--- config.mk ---
export PLATFORM = sky130hd
export DESIGN_NAME = dac_host_port
export DESIGN_NICKNAME = d
export VERILOG_FILES = /design/src/design/dac_host_port.v
export VERILOG_INCLUDE_DIRS = /design/src /design/src/design
export SDC_FILE = /design/constraint.sdc
export NUM_CORES = 1
export LEC_CHECK = 0
export ABC_AREA = 1
export CAP_MARGIN = 20
export CORE_MARGIN = 8
export CORE_UTILIZATION = 29
export CTS_BUF_LIST = sky130_fd_sc_hd__clkbuf_4 sky130_fd_sc_hd__clkbuf_8 sky130_fd_sc_hd__clkbuf_16
export DETAILED_ROUTE_END_ITERATION = 7
export DONT_BUFFER_PORTS = 1
export PLACE_DENSITY = 0.51
export SLEW_MARGIN = 30
export SYNTH_ARGS = -nofsm -noshare
export SYNTH_HDL_FRONTEND = slang
export SYNTH_SLANG_ARGS = --single-unit
--- constraint.sdc ---
create_clock -name sys_clk -period 2.1 [get_ports sys_clk]
set_input_delay 0.21 -clock sys_clk [delete_from_list [all_inputs] [get_ports sys_clk]]
set_output_delay 0.21 -clock sys_clk [all_outputs]
set_load 0.1 [all_outputs]
--- src/design/dac_port_defs.vh ---
// Constants for the dual-DAC host write port.
// Assumes a 10 MHz system clock and a byte-wide or word-wide DAC bus.
`ifndef DAC_PORT_DEFS_VH
`define DAC_PORT_DEFS_VH
// Latch addresses on the byte-wide bus: {channel_select, byte_half_select}.
`define ADDR_A_LOW 2'h0
`define ADDR_A_HIGH 2'h1
`define ADDR_B_LOW 2'h2
`define ADDR_B_HIGH 2'h3
// Code limits for panning.
`define CODE_MIN 12'h001
`define CODE_MAX 12'hFFF
`define CODE_BALANCE 12'h800
`define CODE_FULL 13'h1_000
// Strobe timing: 200 ns low and 100 ns hold, in whole 100 ns clocks.
// The counts are sized to the sequencer's 3-bit counter so nothing is cut
// silently; revisit both together if the clock period ever changes.
`define STROBE_CYCLES 3'h2
`define HOLD_CYCLES 3'h1
`endif

--- src/design/dac_host_port.v ---
// Host controller that loads a dual 12-bit DAC over its parallel pins.
// Assumes a single 10 MHz clock; the DAC is written on strobe edges only.
`include "dac_port_defs.vh"

// Summary of operation
// - Address bits 1:0 drive channel and byte-half selects on the byte bus.
// - Four byte-bus locations are used: two latches per channel; the load is its own strobe pin.
// - Byte mode sends right-justified 12-bit codes as two 8-bit writes.
// - The load strobe may also come from an outside timer or be shared.
// - Word mode gives each channel its own select and loads 12 bits at once.
// - The acknowledge is the AND of the two active-low channel selects.
// - Panning writes the second channel the two's complement of the first.
// - Code 2048 on both channels is the balanced position.
// - A load never overlaps a write; an outside load starts only from idle.
module dac_host_port (
  // Clock and reset.
  input wire sys_clk,
  input wire rst_n,
  // User request side.
  input wire reqValid,
  input wire [1:0] reqKind,
  input wire [11:0] reqCodeA,
  input wire [11:0] reqCodeB,
  input wire wordMode,
  input wire extLoadRequest,
  output reg reqReady,
  // DAC pins.
  output reg [11:0] dataBus,
  output reg [1:0] addrBus,
  output reg dacSelect_n,
  output reg channel_a_select_n,
  output reg channel_b_select_n,
  output reg write_n,
  output reg load_outputs_strobe_n,
  output reg transfer_acknowledge_n
);

  // Request kinds: write A, write B, write both, pan (A given, B derived).
  localparam [1:0] KIND_A = 2'h0;
  localparam [1:0] KIND_B = 2'h1;
  localparam [1:0] KIND_BOTH = 2'h2;
  localparam [1:0] KIND_PAN = 2'h3;

  localparam [2:0] ST_IDLE = 3'h0;
  localparam [2:0] ST_SETUP = 3'h1;
  localparam [2:0] ST_STROBE = 3'h2;
  localparam [2:0] ST_HOLD = 3'h3;
  localparam [2:0] ST_LOAD = 3'h4;
  localparam [2:0] ST_EXTLOAD = 3'h5;

  localparam [2:0] STROBE_N = `STROBE_CYCLES;
  localparam [2:0] HOLD_N = `HOLD_CYCLES;

  reg [2:0] state;
  reg [2:0] count;
  reg [2:0] step;
  reg [2:0] lastStep;
  reg [11:0] codeA;
  reg [11:0] codeB;
  reg modeWord;
  reg extSync1;
  reg extSync2;
  reg extSeen;
  reg [11:0] panA;
  reg [11:0] stepData;
  reg [1:0] stepAddr;
  reg stepIsLoad;
  reg stepSelA;
  reg stepSelB;

  // The outside load request is a pin, so it is synchronised first.
  always @(posedge sys_clk) begin
    if (!rst_n) begin
      extSync1 <= 1'b0;
      extSync2 <= 1'b0;
    end else begin
      extSync1 <= extLoadRequest;
      extSync2 <= extSync1;
    end
  end

  // Clamp the pan code so neither channel ever sees zero.
  always @* begin
    panA = reqCodeA;
    if (reqCodeA < `CODE_MIN) begin
      panA = `CODE_MIN;
    end
  end

  // Decode the current step into pins. Byte mode walks A low, A high,
  // B low, B high, then the load strobe; word mode uses one write each.
  always @* begin
    stepData = 12'h000;
    stepAddr = `ADDR_A_LOW;
    stepIsLoad = 1'b0;
    stepSelA = 1'b0;
    stepSelB = 1'b0;
    if (modeWord) begin
      // One write carries the whole word per channel.
      stepSelA = (step == 3'h0);
      stepSelB = (step == 3'h1);
      stepData = (step == 3'h0) ? codeA : codeB;
    end else begin
      case (step)
        3'h0: begin
          stepAddr = `ADDR_A_LOW;
          stepData = {4'h0, codeA[7:0]};
        end
        3'h1: begin
          stepAddr = `ADDR_A_HIGH;
          stepData = {8'h00, codeA[11:8]};
        end
        3'h2: begin
          stepAddr = `ADDR_B_LOW;
          stepData = {4'h0, codeB[7:0]};
        end
        3'h3: begin
          stepAddr = `ADDR_B_HIGH;
          stepData = {8'h00, codeB[11:8]};
        end
        default: begin
          stepIsLoad = 1'b1;
        end
      endcase
    end
  end

  // Main sequencer. Every pin is a flop, so timing edges are clean.
  always @(posedge sys_clk) begin
    if (!rst_n) begin
      state <= ST_IDLE;
      count <= 3'h0;
      step <= 3'h0;
      lastStep <= 3'h0;
      codeA <= `CODE_BALANCE;
      codeB <= `CODE_BALANCE;
      modeWord <= 1'b0;
      extSeen <= 1'b0;
      reqReady <= 1'b0;
      dataBus <= 12'h000;
      addrBus <= 2'h0;
      dacSelect_n <= 1'b1;
      channel_a_select_n <= 1'b1;
      channel_b_select_n <= 1'b1;
      write_n <= 1'b1;
      load_outputs_strobe_n <= 1'b1;
      transfer_acknowledge_n <= 1'b1;
    end else begin
      extSeen <= extSync2;
      // Acknowledge is low when either channel select is low.
      transfer_acknowledge_n <= channel_a_select_n & channel_b_select_n;
      case (state)
        ST_IDLE: begin
          reqReady <= 1'b1;
          if (extSync2 && !extSeen) begin
            // Outside load runs only between writes, so it never overlaps.
            reqReady <= 1'b0;
            load_outputs_strobe_n <= 1'b0;
            count <= 3'h0;
            state <= ST_EXTLOAD;
          end else if (reqValid) begin
            reqReady <= 1'b0;
            modeWord <= wordMode;
            codeA <= reqCodeA;
            codeB <= reqCodeB;
            step <= (reqKind == KIND_B) ? (wordMode ? 3'h1 : 3'h2) : 3'h0;
            if (wordMode) begin
              lastStep <= (reqKind == KIND_A) ? 3'h0 : 3'h1;
            end else begin
              lastStep <= 3'h4;
            end
            if (reqKind == KIND_PAN) begin
              codeA <= panA;
              // Two's complement keeps the pair summing to 4096.
              codeB <= (~panA) + 12'h001;
            end
            state <= ST_SETUP;
          end
        end
        ST_SETUP: begin
          // Address and data settle a cycle before the strobe falls.
          dataBus <= stepData;
          addrBus <= stepAddr;
          count <= 3'h0;
          state <= ST_STROBE;
        end
        ST_STROBE: begin
          if (stepIsLoad) begin
            load_outputs_strobe_n <= 1'b0;
          end else begin
            write_n <= 1'b0;
            dacSelect_n <= modeWord;
            channel_a_select_n <= ~stepSelA;
            channel_b_select_n <= ~stepSelB;
          end
          count <= count + 3'h1;
          if (count == STROBE_N - 3'h1) begin
            count <= 3'h0;
            state <= ST_HOLD;
          end
        end
        ST_HOLD: begin
          // Rising write edge latches the word; data held one more period.
          write_n <= 1'b1;
          dacSelect_n <= 1'b1;
          channel_a_select_n <= 1'b1;
          channel_b_select_n <= 1'b1;
          load_outputs_strobe_n <= 1'b1;
          count <= count + 3'h1;
          if (count == HOLD_N - 3'h1) begin
            count <= 3'h0;
            if (step == lastStep) begin
              state <= ST_IDLE;
            end else begin
              // Skip channel B writes when only A was asked for.
              if (!modeWord && reqKindA(step)) begin
                step <= 3'h4;
              end else begin
                step <= step + 3'h1;
              end
              state <= ST_SETUP;
            end
          end
        end
        ST_EXTLOAD: begin
          count <= count + 3'h1;
          if (count == STROBE_N - 3'h1) begin
            load_outputs_strobe_n <= 1'b1;
            state <= ST_IDLE;
          end
        end
        default: begin
          state <= ST_IDLE;
        end
      endcase
    end
  end

  // Remember whether a byte-mode request covered channel A only.
  reg onlyA;
  always @(posedge sys_clk) begin
    if (!rst_n) begin
      onlyA <= 1'b0;
    end else if (state == ST_IDLE && reqValid) begin
      onlyA <= (reqKind == KIND_A);
    end
  end

  function reqKindA;
    input [2:0] s;
    begin
      reqKindA = onlyA && (s == 3'h1);
    end
  endfunction

endmodule // dac_host_port

==> tab_implementation.tex, run 1 <==
\begin{tabular}{lr}
\hline
Metric & Value \\
\hline
\multicolumn{2}{l}{\textbf{Logic synthesis}} \\
\quad Async set-or-reset flop fraction in the synthesized netlist & 0\% \\
\quad Synth cell types & 41 \\
\quad Top\_reg\_cell synth & dfxtp\_1 \\
\quad Post-synth EDFFs & 0 \\
\quad Post-synth net total & 453 \\
\quad Flop and latch count out of synthesis & 61 \\
\quad Cells after synthesis & 413 \\
\quad Mean instance size in the synthesized netlist & 7.50 sq um \\
\quad Part of the Yosys area used for sequential elements & 39.4\% \\
\quad Syn. warnings & 0 \\
\quad Synthesized cell area & 0.00310 sq mm \\
\multicolumn{2}{l}{\textbf{Placed design}} \\
\quad Post-DP HPWL & 6630 um \\
\quad Final GP Congestion & 0.830 \\
\quad Pre-CTS worst setup slack & 0.249 ns \\
\quad Buffers on Ports & 0 \\
\quad Total instance count after detailed placement & 560 \\
\multicolumn{2}{l}{\textbf{Clock network}} \\
\quad Clock transition time at the flip-flop clock pins of the worst setup and hold paths & 0.07 ns \\
\quad Number of CTS-inserted buffers & 9 \\
\quad Clock tree from TritonCTS & yes \\
\quad Clock latency at the later pin of the worst-skew pair & 0.34 ns \\
\quad Bufs on Longest Clock Path & 2 \\
\quad Number of levels the H-tree was split into & 3 \\
\quad CTS Root Buffer Type & clkbuf\_8 \\
\quad Num Clock Sinks & 61 \\
\multicolumn{2}{l}{\textbf{Status}} \\
\quad Status & completed \\
\multicolumn{2}{l}{\textbf{Die}} \\
\quad Area of the die & 0.0142 sq mm \\
\quad Boundary pin count & 52 \\
\quad Core box area & 0.0104 sq mm \\
\quad X dimension of the die & 119 um \\
\quad Initial cell density of the core & 29.9\% \\
\quad DIE HEIGHT & 119 um \\
\quad Row count & 37 \\
\multicolumn{2}{l}{\textbf{STA}} \\
\quad Clock Skew & 0.0110 ns \\
\quad Highest Clock Rate & 587 MHz \\
\quad Setup repair after global routing missed its margin & false \\
\quad Number of slew-limit violations in the final report & 0 \\
\quad Total of endpoints with negative setup slack in the final report & 0 \\
\quad Worst Max-Slew Pin Slew & 0.494 ns \\
\quad Final Hold Violating Endpoints & 0 \\
\quad Rel. slew slack & 67.0\% \\
\quad Setup WS post-layout & 0.395 ns \\
\quad Ratio of final minimum period to clock period & 81.2\% \\
\quad Minimum period implied by the final worst setup slack & 1.70 ns \\
\quad Final TNS setup & 0 ns \\
\multicolumn{2}{l}{\textbf{Critical path}} \\
\quad CP bufs+invs & 2 \\
\quad Top fanout value on the critical path & 10 \\
\quad Worst reg-to-reg setup slack & 0.40 ns \\
\quad Critical path type & flip-flop to flip-flop \\
\quad Cell with the biggest individual delay on the critical path & dfxtp\_1 \\
\quad Crit end category & flip-flop \\
\quad Critical Path AT & 1.97 ns \\
\quad Dominant delay contributor by cell family on the critical path & compound AO/OA/AOI/OAI gates \\
\quad Cell breakdown of the critical path & inv\_1 -> ha\_1 -> nand2\_4 -> inv\_2 -> a21oi\_4 -> a22o\_1 -> nand2\_1 -> a21oi\_1 \\
\quad Kind of start point of the critical path & flip-flop \\
\quad Data required time of the worst path & 2.37 ns \\
\quad Max stage delay on crit path & 0.39 ns \\
\multicolumn{2}{l}{\textbf{Layout}} \\
\quad Number of nets in the finished design & 479 \\
\quad Most common library cell in the layout ignoring fill and taps & nand2\_1 \\
\quad Most frequent cells in the layout & nand2\_1 (73), dfxtp\_1 (61), a21oi\_1 (46), o21ai\_0 (44), inv\_1 (41) \\
\quad Diodes inserted & 0 \\
\quad Core utilization of the finished layout & 34.5\% \\
\quad Number of standard cells in the layout, taps in and fillers out & 578 \\
\quad Fraction of final layout cells sized beyond drive strength 1 & 15.8\% \\
\quad Area added between synthesis and finish & 15.4\% \\
\multicolumn{2}{l}{\textbf{Detailed routing}} \\
\quad Total length of routed wires & 8890 um \\
\quad Antenna-violating nets left & 0 \\
\quad Via count & 2856 \\
\quad Pre-antenna DRT Iters & 5 \\
\quad Violation count after the first detailed-routing iteration & 225 \\
\quad Detailed-route DRC error count & 0 \\
\quad WL/cell & 15.4 um \\
\quad Vias/cell & 4.94 \\
\multicolumn{2}{l}{\textbf{Run}} \\
\quad Max\_cap viols & 0 \\
\multicolumn{2}{l}{\textbf{GRT}} \\
\quad Pin count of the biggest net entering global routing & 35 \\
\quad Overall Global Routing Usage & 12.9\% \\
\quad Congestion Overflow GR & 0 \\
\quad Vias in the first global route & 2841 \\
\quad Global-route wire length before repair & 14700 um \\
\quad Antenna violations before repair & 0 \\
\multicolumn{2}{l}{\textbf{Power}} \\
\quad Power density over the cells & 1400 mW/mm\^{}2 \\
\quad P\_leak & 1.47 nW \\
\quad Overall power of the completed layout & 5.01 mW \\
\quad Worst vdd rail ir drop & 0.792 mV \\
\multicolumn{2}{l}{\textbf{Worst hold path}} \\
\quad Path class of the lowest-slack min-delay path & input pin to flip-flop \\
\hline
\end{tabular}
## worst register-to-register path, cell delays in order (launching register included)
cell and delay (ns):
dfxtp_1 0.39, inv_1 0.12, ha_1 0.30, nand2_4 0.15
inv_2 0.09, a21oi_4 0.24, a22o_1 0.17, nand2_1 0.05
a21oi_1 0.12
## power by group
part	internal [mW]	switching [mW]	leakage [nW]
sequential	1.46	0.202	0.501
combinational	0.624	1.80	0.878
clock	0.489	0.432	0.0915
## what timing repair did
action	4_1_cts	5_1_grt
endpoints found under the setup margin	0	0
resized for setup	0	0
endpoints found under the hold margin	6	3
hold buffers	3	1
setup buffers	0	0
## synth_stat cells (2+ instances only)
master    count  area share, %
a211oi_2      2           0.81
a21oi_1      46            7.4
a21oi_2       3           0.85
a21oi_4       2            1.1
a22o_1        4            1.1
a31oi_1       6            1.2
a32o_1        3           0.97
buf_2         2           0.32
buf_4         2           0.48
buf_6         3            1.1
clkbuf_1      6           0.73
dfxtp_1      61             39
ha_1          9            3.6
inv_1        41            5.0
inv_2         7           0.85
nand2_1      73            8.8
nand2_2       3           0.61
nand2_4       2           0.73
nand3_1      16            2.6
nand3_2       2           0.65
nand4_1       6            1.2
nor2_1       30            3.6
nor2_2        5            1.0
nor2_4        3            1.1
nor3_1        3           0.48
o211ai_1      6            1.5
o21ai_0      44            7.1
o21ai_1       6           0.97
xnor2_1       2           0.57
xor2_1        4            1.1
## area by class of cell
| class | instances | area, sq um |
|---|---|---|
| Fill cell | 1138 | 6800 |
| Multi-Input combinational cell | 289 | 1600 |
| Sequential cell | 61 | 1220 |
| Timing Repair Buffer | 29 | 228 |
| Inverter | 49 | 184 |
| Tap cell | 136 | 170 |
| Clock buffer | 12 | 159 |
| Clock inverter | 2 | 10.0 |
## path summary, 6_finish.rpt
check,from,endpoint,depth (start not counted)
worst min register to register,extSync1,extSync2,2
worst min-delay path,rst_n,codeA[0],2
worst max-delay path,step[0],dataBus[6],8
worst max register to register,step[0],dataBus[6],8
## stage by stage
step | instance area, sq um | hold WS, ns
4_1_cts | 3560 | 0.000205
3_5_place_dp | 3370 | 0.319
5_1_grt | 3570 | 0.00718
2_1_floorplan | 3100 | 0.308
6_report | 3570 | 0.0161
3_3_place_gp | 3370 | 0.312
## routing by layer
metal	global-route usage (%)	up-vias	part of all wire, %
met2	19.6	93	44
met5	0	-	0
met4	4.45	0	1.8
met1	16.2	1313	44
met3	5.10	14	10
li1	-	1436	-
## state kept, by name (all words and copies together) (netlist names), 2 cells and up
signal and count:
state 3, step 3, codeB 12, addrBus 2, lastStep 2, codeA 12, dataBus 12, count 3
## cell families (layout without fill, tap and decap cells)
kind of cell / after synthesis / count (layout) / synth area share, %
flops: 61 / 61 / 39.4
compound gates: 127 / 127 / 24.3
buf+inv: 63 / 92 / 8.81
fa+ha+maj: 9 / 9 / 3.64
simple gates: 147 / 147 / 22.1
xor+xnor: 6 / 6 / 1.70
Note: power is estimated with default switching activity, not from simulation.
==> run 2, diff against run 1 <==
clock period = 1.7 ns   (was 2.1 ns; I/O delays follow)
==> run 2 against run 1 <==
Net effect: non-clock buffer count rose by 12; wire length fell by 2.2%; via count fell by 1.8%; critical path type unchanged; global-route usage fell by 0.10 points.
==> tab_implementation.tex, run 2 (synthesis results as in run 1) <==
\begin{tabular}{lr}
\hline
Metric & Value \\
\hline
\multicolumn{2}{l}{\textbf{STA}} \\
\quad Setup WS post-layout & 0.170 ns (-0.225 ns) \\
\quad Ratio of final minimum period to clock period & 90.0\% (+8.8 points) \\
\quad Number of slew-limit violations in the final report & 0 (unchanged) \\
\quad Final TNS setup & 0 ns (unchanged) \\
\quad Clock Skew & 0.00767 ns (-0.00337 ns) \\
\quad Worst Max-Slew Pin Slew & 0.552 ns (+0.0575 ns) \\
\quad Rel. slew slack & 63.2\% (-3.8 points) \\
\quad Final Hold Slack & 0.0154 ns (-0.000664 ns) \\
\quad Total of endpoints with negative setup slack in the final report & 0 (unchanged) \\
\quad Minimum period implied by the final worst setup slack & 1.53 ns (-0.175 ns) \\
\quad Final Hold Violating Endpoints & 0 (unchanged) \\
\quad Highest Clock Rate & 654 MHz (+11\%) \\
\multicolumn{2}{l}{\textbf{Power}} \\
\quad Switching pwr & 3.04 mW (+25\%) \\
\quad Switching Fraction & 46.5\% (-2.2 points) \\
\quad Overall power of the completed layout & 6.54 mW (+31\%) \\
\quad Internal Pwr Total & 3.50 mW (+36\%) \\
\quad Power density over the cells & 1760 mW/mm\^{}2 (+25\%) \\
\quad Worst vdd rail ir drop & 0.915 mV (+16\%) \\
\quad Relative contribution of the clock network to total power & 20.4\% (+2.0 points) \\
\quad Seq pwr share & 31.6\% (-1.6 points) \\
\quad Proportion of power drawn by combinational gates & 48.0\% (-0.5 points) \\
\quad P\_leak & 1.55 nW (+5.4\%) \\
\multicolumn{2}{l}{\textbf{Detailed routing}} \\
\quad Detailed-route DRC error count & 0 (unchanged) \\
\quad Antenna-violating nets left & 0 (unchanged) \\
\quad WL/cell & 14.7 um (-4.5\%) \\
\quad Violation count after the first detailed-routing iteration & 142 (-37\%) \\
\quad Vias/cell & 4.74 (-4.1\%) \\
\quad Pre-antenna DRT Iters & 4 (-1) \\
\quad Via count & 2804 (-1.8\%) \\
\quad Total length of routed wires & 8700 um (-2.2\%) \\
\multicolumn{2}{l}{\textbf{Layout}} \\
\quad Number of filler cells placed in the layout & 1132 (-0.53\%) \\
\quad Final non-filler cell area & 0.00372 sq mm (+4.1\%) \\
\quad Fraction of final layout cells sized beyond drive strength 1 & 18.6\% (+2.8 points) \\
\quad Area added between synthesis and finish & 20.2\% \\
\quad Area taken by flip-flops and latches & 0.00122 sq mm (unchanged) \\
\quad Core utilization of the finished layout & 35.9\% (+1.4 points) \\
\quad Number of nets in the finished design & 491 (+2.5\%) \\
\quad Number of standard cells in the layout, taps in and fillers out & 592 (+2.4\%) \\
\quad Biggest regs & codeA: 12 flops, codeB: 12 flops, dataBus: 12 flops \\
\quad Most common library cell in the layout ignoring fill and taps & nand2\_1 \\
\quad Diodes inserted & 0 (unchanged) \\
\quad Most frequent cells in the layout & nand2\_1 (73), dfxtp\_1 (61), a21oi\_1 (46), o21ai\_0 (44), inv\_1 (40) \\
\quad Multi-input logic area & 0.00161 sq mm (+0.16\%) \\
\multicolumn{2}{l}{\textbf{Clock network}} \\
\quad CTS Root Buffer Type & clkbuf\_8 \\
\quad Clock transition time at the flip-flop clock pins of the worst setup and hold paths & 0.07 ns (about the same) \\
\quad Clock tree from TritonCTS & yes \\
\quad Num Clock Sinks & 61 (unchanged) \\
\quad Number of levels the H-tree was split into & 3 (unchanged) \\
\quad Number of CTS-inserted buffers & 9 (unchanged) \\
\quad Post-CTS setup repair buffer count & 0 (unchanged) \\
\quad Clock latency at the later pin of the worst-skew pair & 0.33 ns (about the same) \\
\quad Bufs on Longest Clock Path & 2 (unchanged) \\
\multicolumn{2}{l}{\textbf{GRT}} \\
\quad Vias in the first global route & 2870 (+1.0\%) \\
\quad Met2 GRT Util & 20.3\% (+0.70 points) \\
\quad Overall Global Routing Usage & 12.8\% (-0.10 points) \\
\quad Pin count of the biggest net entering global routing & 33 (-5.7\%) \\
\quad Met1 routing resource usage after global routing & 15.5\% (-0.63 points) \\
\quad Met3 track demand over resource & 5.10\% (unchanged) \\
\quad Most congested layer reported by global routing & met2 \\
\quad Congestion Overflow GR & 0 (unchanged) \\
\quad Antenna violations before repair & 0 (unchanged) \\
\quad Global-route wire length before repair & 14500 um (-1.3\%) \\
\multicolumn{2}{l}{\textbf{Run}} \\
\quad Max\_cap viols & 0 (unchanged) \\
\multicolumn{2}{l}{\textbf{Die}} \\
\quad DIE HEIGHT & 119 um (unchanged) \\
\quad Boundary pin count & 52 (unchanged) \\
\quad X dimension of the die & 119 um (unchanged) \\
\quad Area of the die & 0.0142 sq mm (unchanged) \\
\quad Row count & 37 (unchanged) \\
\quad Core box area & 0.0104 sq mm (unchanged) \\
\quad Initial cell density of the core & 29.9\% (unchanged) \\
\multicolumn{2}{l}{\textbf{Critical path}} \\
\quad Critical path type & flip-flop to flip-flop \\
\quad Data required time of the worst path & 1.96 ns (-0.41 ns) \\
\quad Critical Path AT & 1.79 ns (-0.18 ns) \\
\quad R2r startpoint & step[0] \\
\quad Crit end category & flip-flop \\
\quad Kind of start point of the critical path & flip-flop \\
\quad End point of the critical path & dataBus[11] \\
\quad Worst reg-to-reg setup slack & 0.17 ns (-0.23 ns) \\
\quad Worst Reg-to-Reg Cells & 7 (-1) \\
\quad Top fanout value on the critical path & 9 (-1) \\
\quad Critical Path Source & step[0] \\
\quad R2r endpoint & dataBus[11] \\
\multicolumn{2}{l}{\textbf{Placed design}} \\
\quad Pre-CTS worst setup slack & 0.0480 ns (-0.201 ns) \\
\quad Buffers on Ports & 0 (unchanged) \\
\quad Final GP Congestion & 0.836 (+0.82\%) \\
\quad Instance area at placement & 0.00345 sq mm (+2.6\%) \\
\quad Post-DP HPWL & 6720 um (+1.3\%) \\
\quad Total instance count after detailed placement & 570 (+1.8\%) \\
\multicolumn{2}{l}{\textbf{Status}} \\
\quad Status & completed \\
\multicolumn{2}{l}{\textbf{Worst hold path}} \\
\quad Startpoint of the tightest hold check path & reqKind[0] \\
\quad Path class of the lowest-slack min-delay path & input pin to flip-flop \\
\hline
\end{tabular}
[run 2: layout make-up]
class                   count  area share, %
inverters                  49           4.94
repair buffers             41           8.88
clock inverters             4           1.21
flip-flops and latches     61           32.8
multi-input cells         289           43.1
well taps                 136           4.57
clock buffers              12           4.44
[run 2: how the worst min path moves through the flow]
stage / endpoint / slack (ns) / cells past startpoint
after floorplan: extSync1 / 0.27 / 2
after global placement: transfer_acknowledge_n / 0.27 / 1
after detailed placement: extSync2 / 0.28 / 2
after CTS: codeA[10] / 0.001 / 2
after global routing: lastStep[0] / 0.01 / 2
final: lastStep[0] / 0.02 / 2
[run 2: power by group through the flow]
stage / Clock [mW] / Sequential (mW) / Combinational, mW
final: 1.33 / 2.07 / 3.14
after floorplan: 0 / 2.97 / 1.49
after CTS: 1.38 / 2.07 / 3.16
after detailed placement: 0 / 2.10 / 3.12
after global routing: 1.44 / 2.11 / 3.44
after global placement: 0 / 2.09 / 3.10
[run 2: repair_timing]
item                                    CTS  global route
hold endpoints to repair                 32             0
endpoints found under the setup margin    0             9
hold buffers                              6             0
gates resized for setup                   0             2
[run 2: metal layers]
layer	part of all wire, %	wire length, um
met5	0	0
met4	0.83	72
met3	6.3	550
met2	45	3930
met1	48	4150
[run 2: critical path: stages, from the launching register on]
cell and delay [ns]:
dfxtp_1 0.35, inv_1 0.15, ha_2 0.27, nand2_4 0.06, buf_4 0.16, o21ai_0 0.23
nand2_1 0.10, a21oi_1 0.13
==> run 3, diff against run 2 <==
ABC_AREA = unset   (was 1)
CAP_MARGIN = unset   (was 20)
==> run 3 against run 2 <==
Net effect: first-iteration DRC count grew 26%; synthesized cell count shrank 8.2%; sequential cell count is the same; design area grew 14%; final cell count rose by 0.68%; largest power group unchanged; wire length rose by 12%; clock skew rose by 0.0039 ns; clock-buffer cell count fell by 3; critical path depth fell by 1; setup slack got worse by 0.15 ns; via count increased by 8.2%.
==> tab_implementation.tex, run 3 <==
\begin{tabular}{lr}
\hline
Metric & Value \\
\hline
\multicolumn{2}{l}{\textbf{Status}} \\
\quad Status & completed \\
\multicolumn{2}{l}{\textbf{Power}} \\
\quad Internal Pwr Total & 3.47 mW (-0.87\%) \\
\quad Switching Fraction & 43.5\% (-3.0 points) \\
\quad P\_leak & 1.69 nW (+9.1\%) \\
\quad Worst vdd rail ir drop & 0.701 mV (-23\%) \\
\quad Power density over the cells & 1450 mW/mm\^{}2 (-17\%) \\
\quad Switching pwr & 2.67 mW (-12\%) \\
\quad Proportion of power drawn by combinational gates & 46.8\% (-1.2 points) \\
\quad Seq pwr share & 32.1\% (+0.5 points) \\
\quad Overall power of the completed layout & 6.14 mW (-6.1\%) \\
\quad Relative contribution of the clock network to total power & 21.1\% (+0.7 points) \\
\multicolumn{2}{l}{\textbf{Layout}} \\
\quad Number of filler cells placed in the layout & 1049 (-7.3\%) \\
\quad Diodes inserted & 0 (unchanged) \\
\quad Fraction of final layout cells sized beyond drive strength 1 & 22.8\% (+4.2 points) \\
\quad Most common library cell in the layout ignoring fill and taps & dfxtp\_1 \\
\quad Most frequent cells in the layout & dfxtp\_1 (61), buf\_4 (58), nand2\_1 (56), a21oi\_1 (34), o21ai\_0 (29) \\
\quad Biggest regs & codeA: 12 flops, codeB: 12 flops, dataBus: 12 flops \\
\quad Number of nets in the finished design & 495 (+0.81\%) \\
\quad Final non-filler cell area & 0.00423 sq mm (+14\%) \\
\quad Area taken by flip-flops and latches & 0.00122 sq mm (unchanged) \\
\quad Area added between synthesis and finish & 37.1\% \\
\quad Multi-input logic area & 0.00182 sq mm (+14\%) \\
\multicolumn{2}{l}{\textbf{Logic synthesis}} \\
\quad Cells after synthesis & 379 (-8.2\%) \\
\quad Flop and latch count out of synthesis & 61 (unchanged) \\
\quad Post-synth EDFFs & 0 (unchanged) \\
\quad Share of the synthesized area in the top cell type & 39.6\% (+0.13 points) \\
\quad Async set-or-reset flop fraction in the synthesized netlist & 0\% (unchanged) \\
\quad Syn. warnings & 0 (unchanged) \\
\quad Mean instance size in the synthesized netlist & 8.14 sq um (+8.6\%) \\
\quad Largest cells by area after synthesis & dfxtp\_1 (40\%), nand2\_1 (6.8\%), a21oi\_1 (5.5\%) \\
\quad Synthesized cell area & 0.00309 sq mm (-0.32\%) \\
\quad Synth cell types & 59 (+44\%) \\
\quad Post-synth net total & 419 (-7.5\%) \\
\quad Top\_reg\_cell synth & dfxtp\_1 \\
\quad Most repeated cell in the gate-level netlist after synthesis & dfxtp\_1 \\
\quad Top cell type by total area after synthesis & dfxtp\_1 \\
\quad Most common library cells after synthesis & dfxtp\_1 (61), nand2\_1 (56), a21oi\_1 (34) \\
\quad Part of the Yosys area used for sequential elements & 39.6\% (+0.13 points) \\
\multicolumn{2}{l}{\textbf{STA}} \\
\quad Highest Clock Rate & 594 MHz (-9.1\%) \\
\quad Final Hold Violating Endpoints & 0 (unchanged) \\
\quad Final TNS setup & 0 ns (unchanged) \\
\quad Setup WS post-layout & 0.0170 ns (-0.153 ns) \\
\quad Total of endpoints with negative setup slack in the final report & 0 (unchanged) \\
\quad Minimum period implied by the final worst setup slack & 1.68 ns (+0.153 ns) \\
\quad Rel. slew slack & 63.5\% (+0.26 points) \\
\quad Worst Max-Slew Pin Slew & 0.548 ns (-0.00389 ns) \\
\quad Ratio of final minimum period to clock period & 99.0\% (+9.0 points) \\
\quad Clock Skew & 0.0116 ns (+0.00394 ns) \\
\quad Final Hold Slack & 0.0299 ns (+0.0145 ns) \\
\quad Setup repair after global routing missed its margin & true \\
\quad Number of slew-limit violations in the final report & 0 (unchanged) \\
\multicolumn{2}{l}{\textbf{Worst hold path}} \\
\quad Startpoint of the tightest hold check path & reqCodeB[11] \\
\quad Path class of the lowest-slack min-delay path & input pin to flip-flop \\
\multicolumn{2}{l}{\textbf{Detailed routing}} \\
\quad Antenna-violating nets left & 0 (unchanged) \\
\quad WL/cell & 16.3 um (+11\%) \\
\quad Via count & 3034 (+8.2\%) \\
\quad Vias/cell & 5.09 (+7.5\%) \\
\quad Total length of routed wires & 9710 um (+12\%) \\
\quad Violation count after the first detailed-routing iteration & 179 (+26\%) \\
\quad Detailed-route DRC error count & 0 (unchanged) \\
\quad Pre-antenna DRT Iters & 4 (unchanged) \\
\multicolumn{2}{l}{\textbf{Critical path}} \\
\quad Critical Path Source & state[0] \\
\quad Cell breakdown of the critical path & buf\_4 -> buf\_4 -> mux2i\_1 -> o21a\_2 -> or4\_1 -> o22ai\_2 \\
\quad Data required time of the worst path & 1.97 ns (about the same) \\
\quad Kind of start point of the critical path & flip-flop \\
\quad Most common cell type on the critical path & buf\_4 \\
\quad Cell with the biggest individual delay on the critical path & or4\_1 \\
\quad CP bufs+invs & 2 (unchanged) \\
\quad Dominant delay contributor by cell family on the critical path & simple AND/OR/NAND/NOR gates \\
\quad Max stage delay on crit path & 0.52 ns (+0.17 ns) \\
\quad Critical path type & flip-flop to flip-flop \\
\quad Worst reg-to-reg setup slack & 0.02 ns (-0.15 ns) \\
\quad Critical Path AT & 1.95 ns (+0.16 ns) \\
\quad R2r startpoint & state[0] \\
\quad Top fanout value on the critical path & 6 (-3) \\
\quad Crit end category & flip-flop \\
\multicolumn{2}{l}{\textbf{Clock network}} \\
\quad Clock tree from TritonCTS & yes \\
\quad Number of levels the H-tree was split into & 3 (unchanged) \\
\quad Num Clock Sinks & 61 (unchanged) \\
\quad CTS Root Buffer Type & clkbuf\_8 \\
\quad Bufs on Longest Clock Path & 2 (unchanged) \\
\quad Clock latency at the later pin of the worst-skew pair & 0.35 ns (+0.02 ns) \\
\quad Clock transition time at the flip-flop clock pins of the worst setup and hold paths & 0.07 ns (about the same) \\
\quad Number of CTS-inserted buffers & 9 (unchanged) \\
\multicolumn{2}{l}{\textbf{GRT}} \\
\quad Congestion Overflow GR & 0 (unchanged) \\
\quad Vias in the first global route & 3022 (+5.3\%) \\
\quad Overall Global Routing Usage & 13.7\% (+0.97 points) \\
\quad Global-route wire length before repair & 15800 um (+8.9\%) \\
\quad Antenna violations before repair & 0 (unchanged) \\
\quad Pin count of the biggest net entering global routing & 36 (+9.1\%) \\
\multicolumn{2}{l}{\textbf{Run}} \\
\quad Max\_cap viols & 0 (unchanged) \\
\multicolumn{2}{l}{\textbf{Die}} \\
\quad X dimension of the die & 119 um (-0.14\%) \\
\quad Initial cell density of the core & 29.9\% (+0.037 points) \\
\quad Boundary pin count & 52 (unchanged) \\
\quad Row count & 37 (unchanged) \\
\quad Core box area & 0.0103 sq mm (-0.45\%) \\
\quad DIE HEIGHT & 119 um (-0.14\%) \\
\quad Area of the die & 0.0142 sq mm (-0.28\%) \\
\multicolumn{2}{l}{\textbf{Placed design}} \\
\quad Post-DP HPWL & 7050 um (+5.0\%) \\
\quad Final GP Congestion & 0.816 (-2.5\%) \\
\quad Pre-CTS worst setup slack & -0.103 ns (-0.151 ns) \\
\quad Buffers on Ports & 0 (unchanged) \\
\quad Instance area at placement & 0.00368 sq mm (+6.5\%) \\
\hline
\end{tabular}
[run 3: cell count changes in the layout (fill, tap and decap cells not counted), moves of 8 or more]
cell,previous run,this run
dlygate4sd3_1,5,22
buf_4,34,58
o21ai_0,44,29
mux2i_1,0,9
a21oi_1,46,34
inv_2,8,0
nand3_1,16,8
inv_1,40,11
nand2_1,73,56
[run 3: final timing paths]
check | to | depth (start not counted)
max reg2reg | state[0] | 6
min | codeB[11] | 2
min reg2reg | extSync2 | 1
max | state[0] | 6
[run 3: metrics by stage]
step | util, % | cells
6_report | 41.0 | 596
2_1_floorplan | - | 379
3_5_place_dp | 35.6 | 554
3_3_place_gp | 35.6 | 554
5_1_grt | 41.0 | 596
4_1_cts | 39.8 | 593
[run 3: cell families (layout without fill, tap and decap cells)]
family	after synthesis	count (layout)	synth area share [%]
simple gates	146	146	24.1
compound gates	113	113	23.2
flops	61	61	39.6
buf+inv	34	115	4.46
mux	11	11	3.57
fa+ha+maj	9	9	3.65
xor+xnor	5	5	1.42
[run 3: what timing repair did]
action	4_1_cts	5_1_grt
resized for setup	2	15
setup buffers	0	1
hold endpoints to repair	41	0
hold buffers	23	0
setup endpoints to repair	2	16
cloned	0	2
pin swaps	0	3
[run 3: per-layer routing]
layer	vias to the layer above	track usage [%]	part of all wire, %
met3	10	5.01	6.3
met1	1422	17.4	48
met2	72	21.3	45
li1	1530	-	-
met5	-	0	0
met4	0	4.11	1.1
[run 3: power by group through the flow]
| stage | logic [mW] | registers [mW] | clock network [mW] |
|---|---|---|---|
| after floorplan | 1.12 | 2.72 | 0 |
| after global placement | 2.60 | 1.99 | 0 |
| after detailed placement | 2.61 | 1.99 | 0 |
| after CTS | 2.68 | 1.96 | 1.34 |
| after global routing | 3.09 | 2.01 | 1.40 |
| final | 2.87 | 1.97 | 1.29 |
[run 3: cell type report]
class	count	area share (%)
multi-input combinational	284	43.1
tap	136	4.02
timing repair buffer	87	18.3
clock inverter	7	1.77
sequential	61	28.9
inverter	12	1.06
clock buffer	9	2.93
[run 3: worst reg2reg max path: cells and delay by family, from the launching register on]
kind                   cells  cell delay (ns)
AOI/OAI and AO/OA          2             0.36
muxes                      1             0.11
DFF                        1             0.31
buffers and inverters      2             0.30
and+or+nand+nor            1             0.52
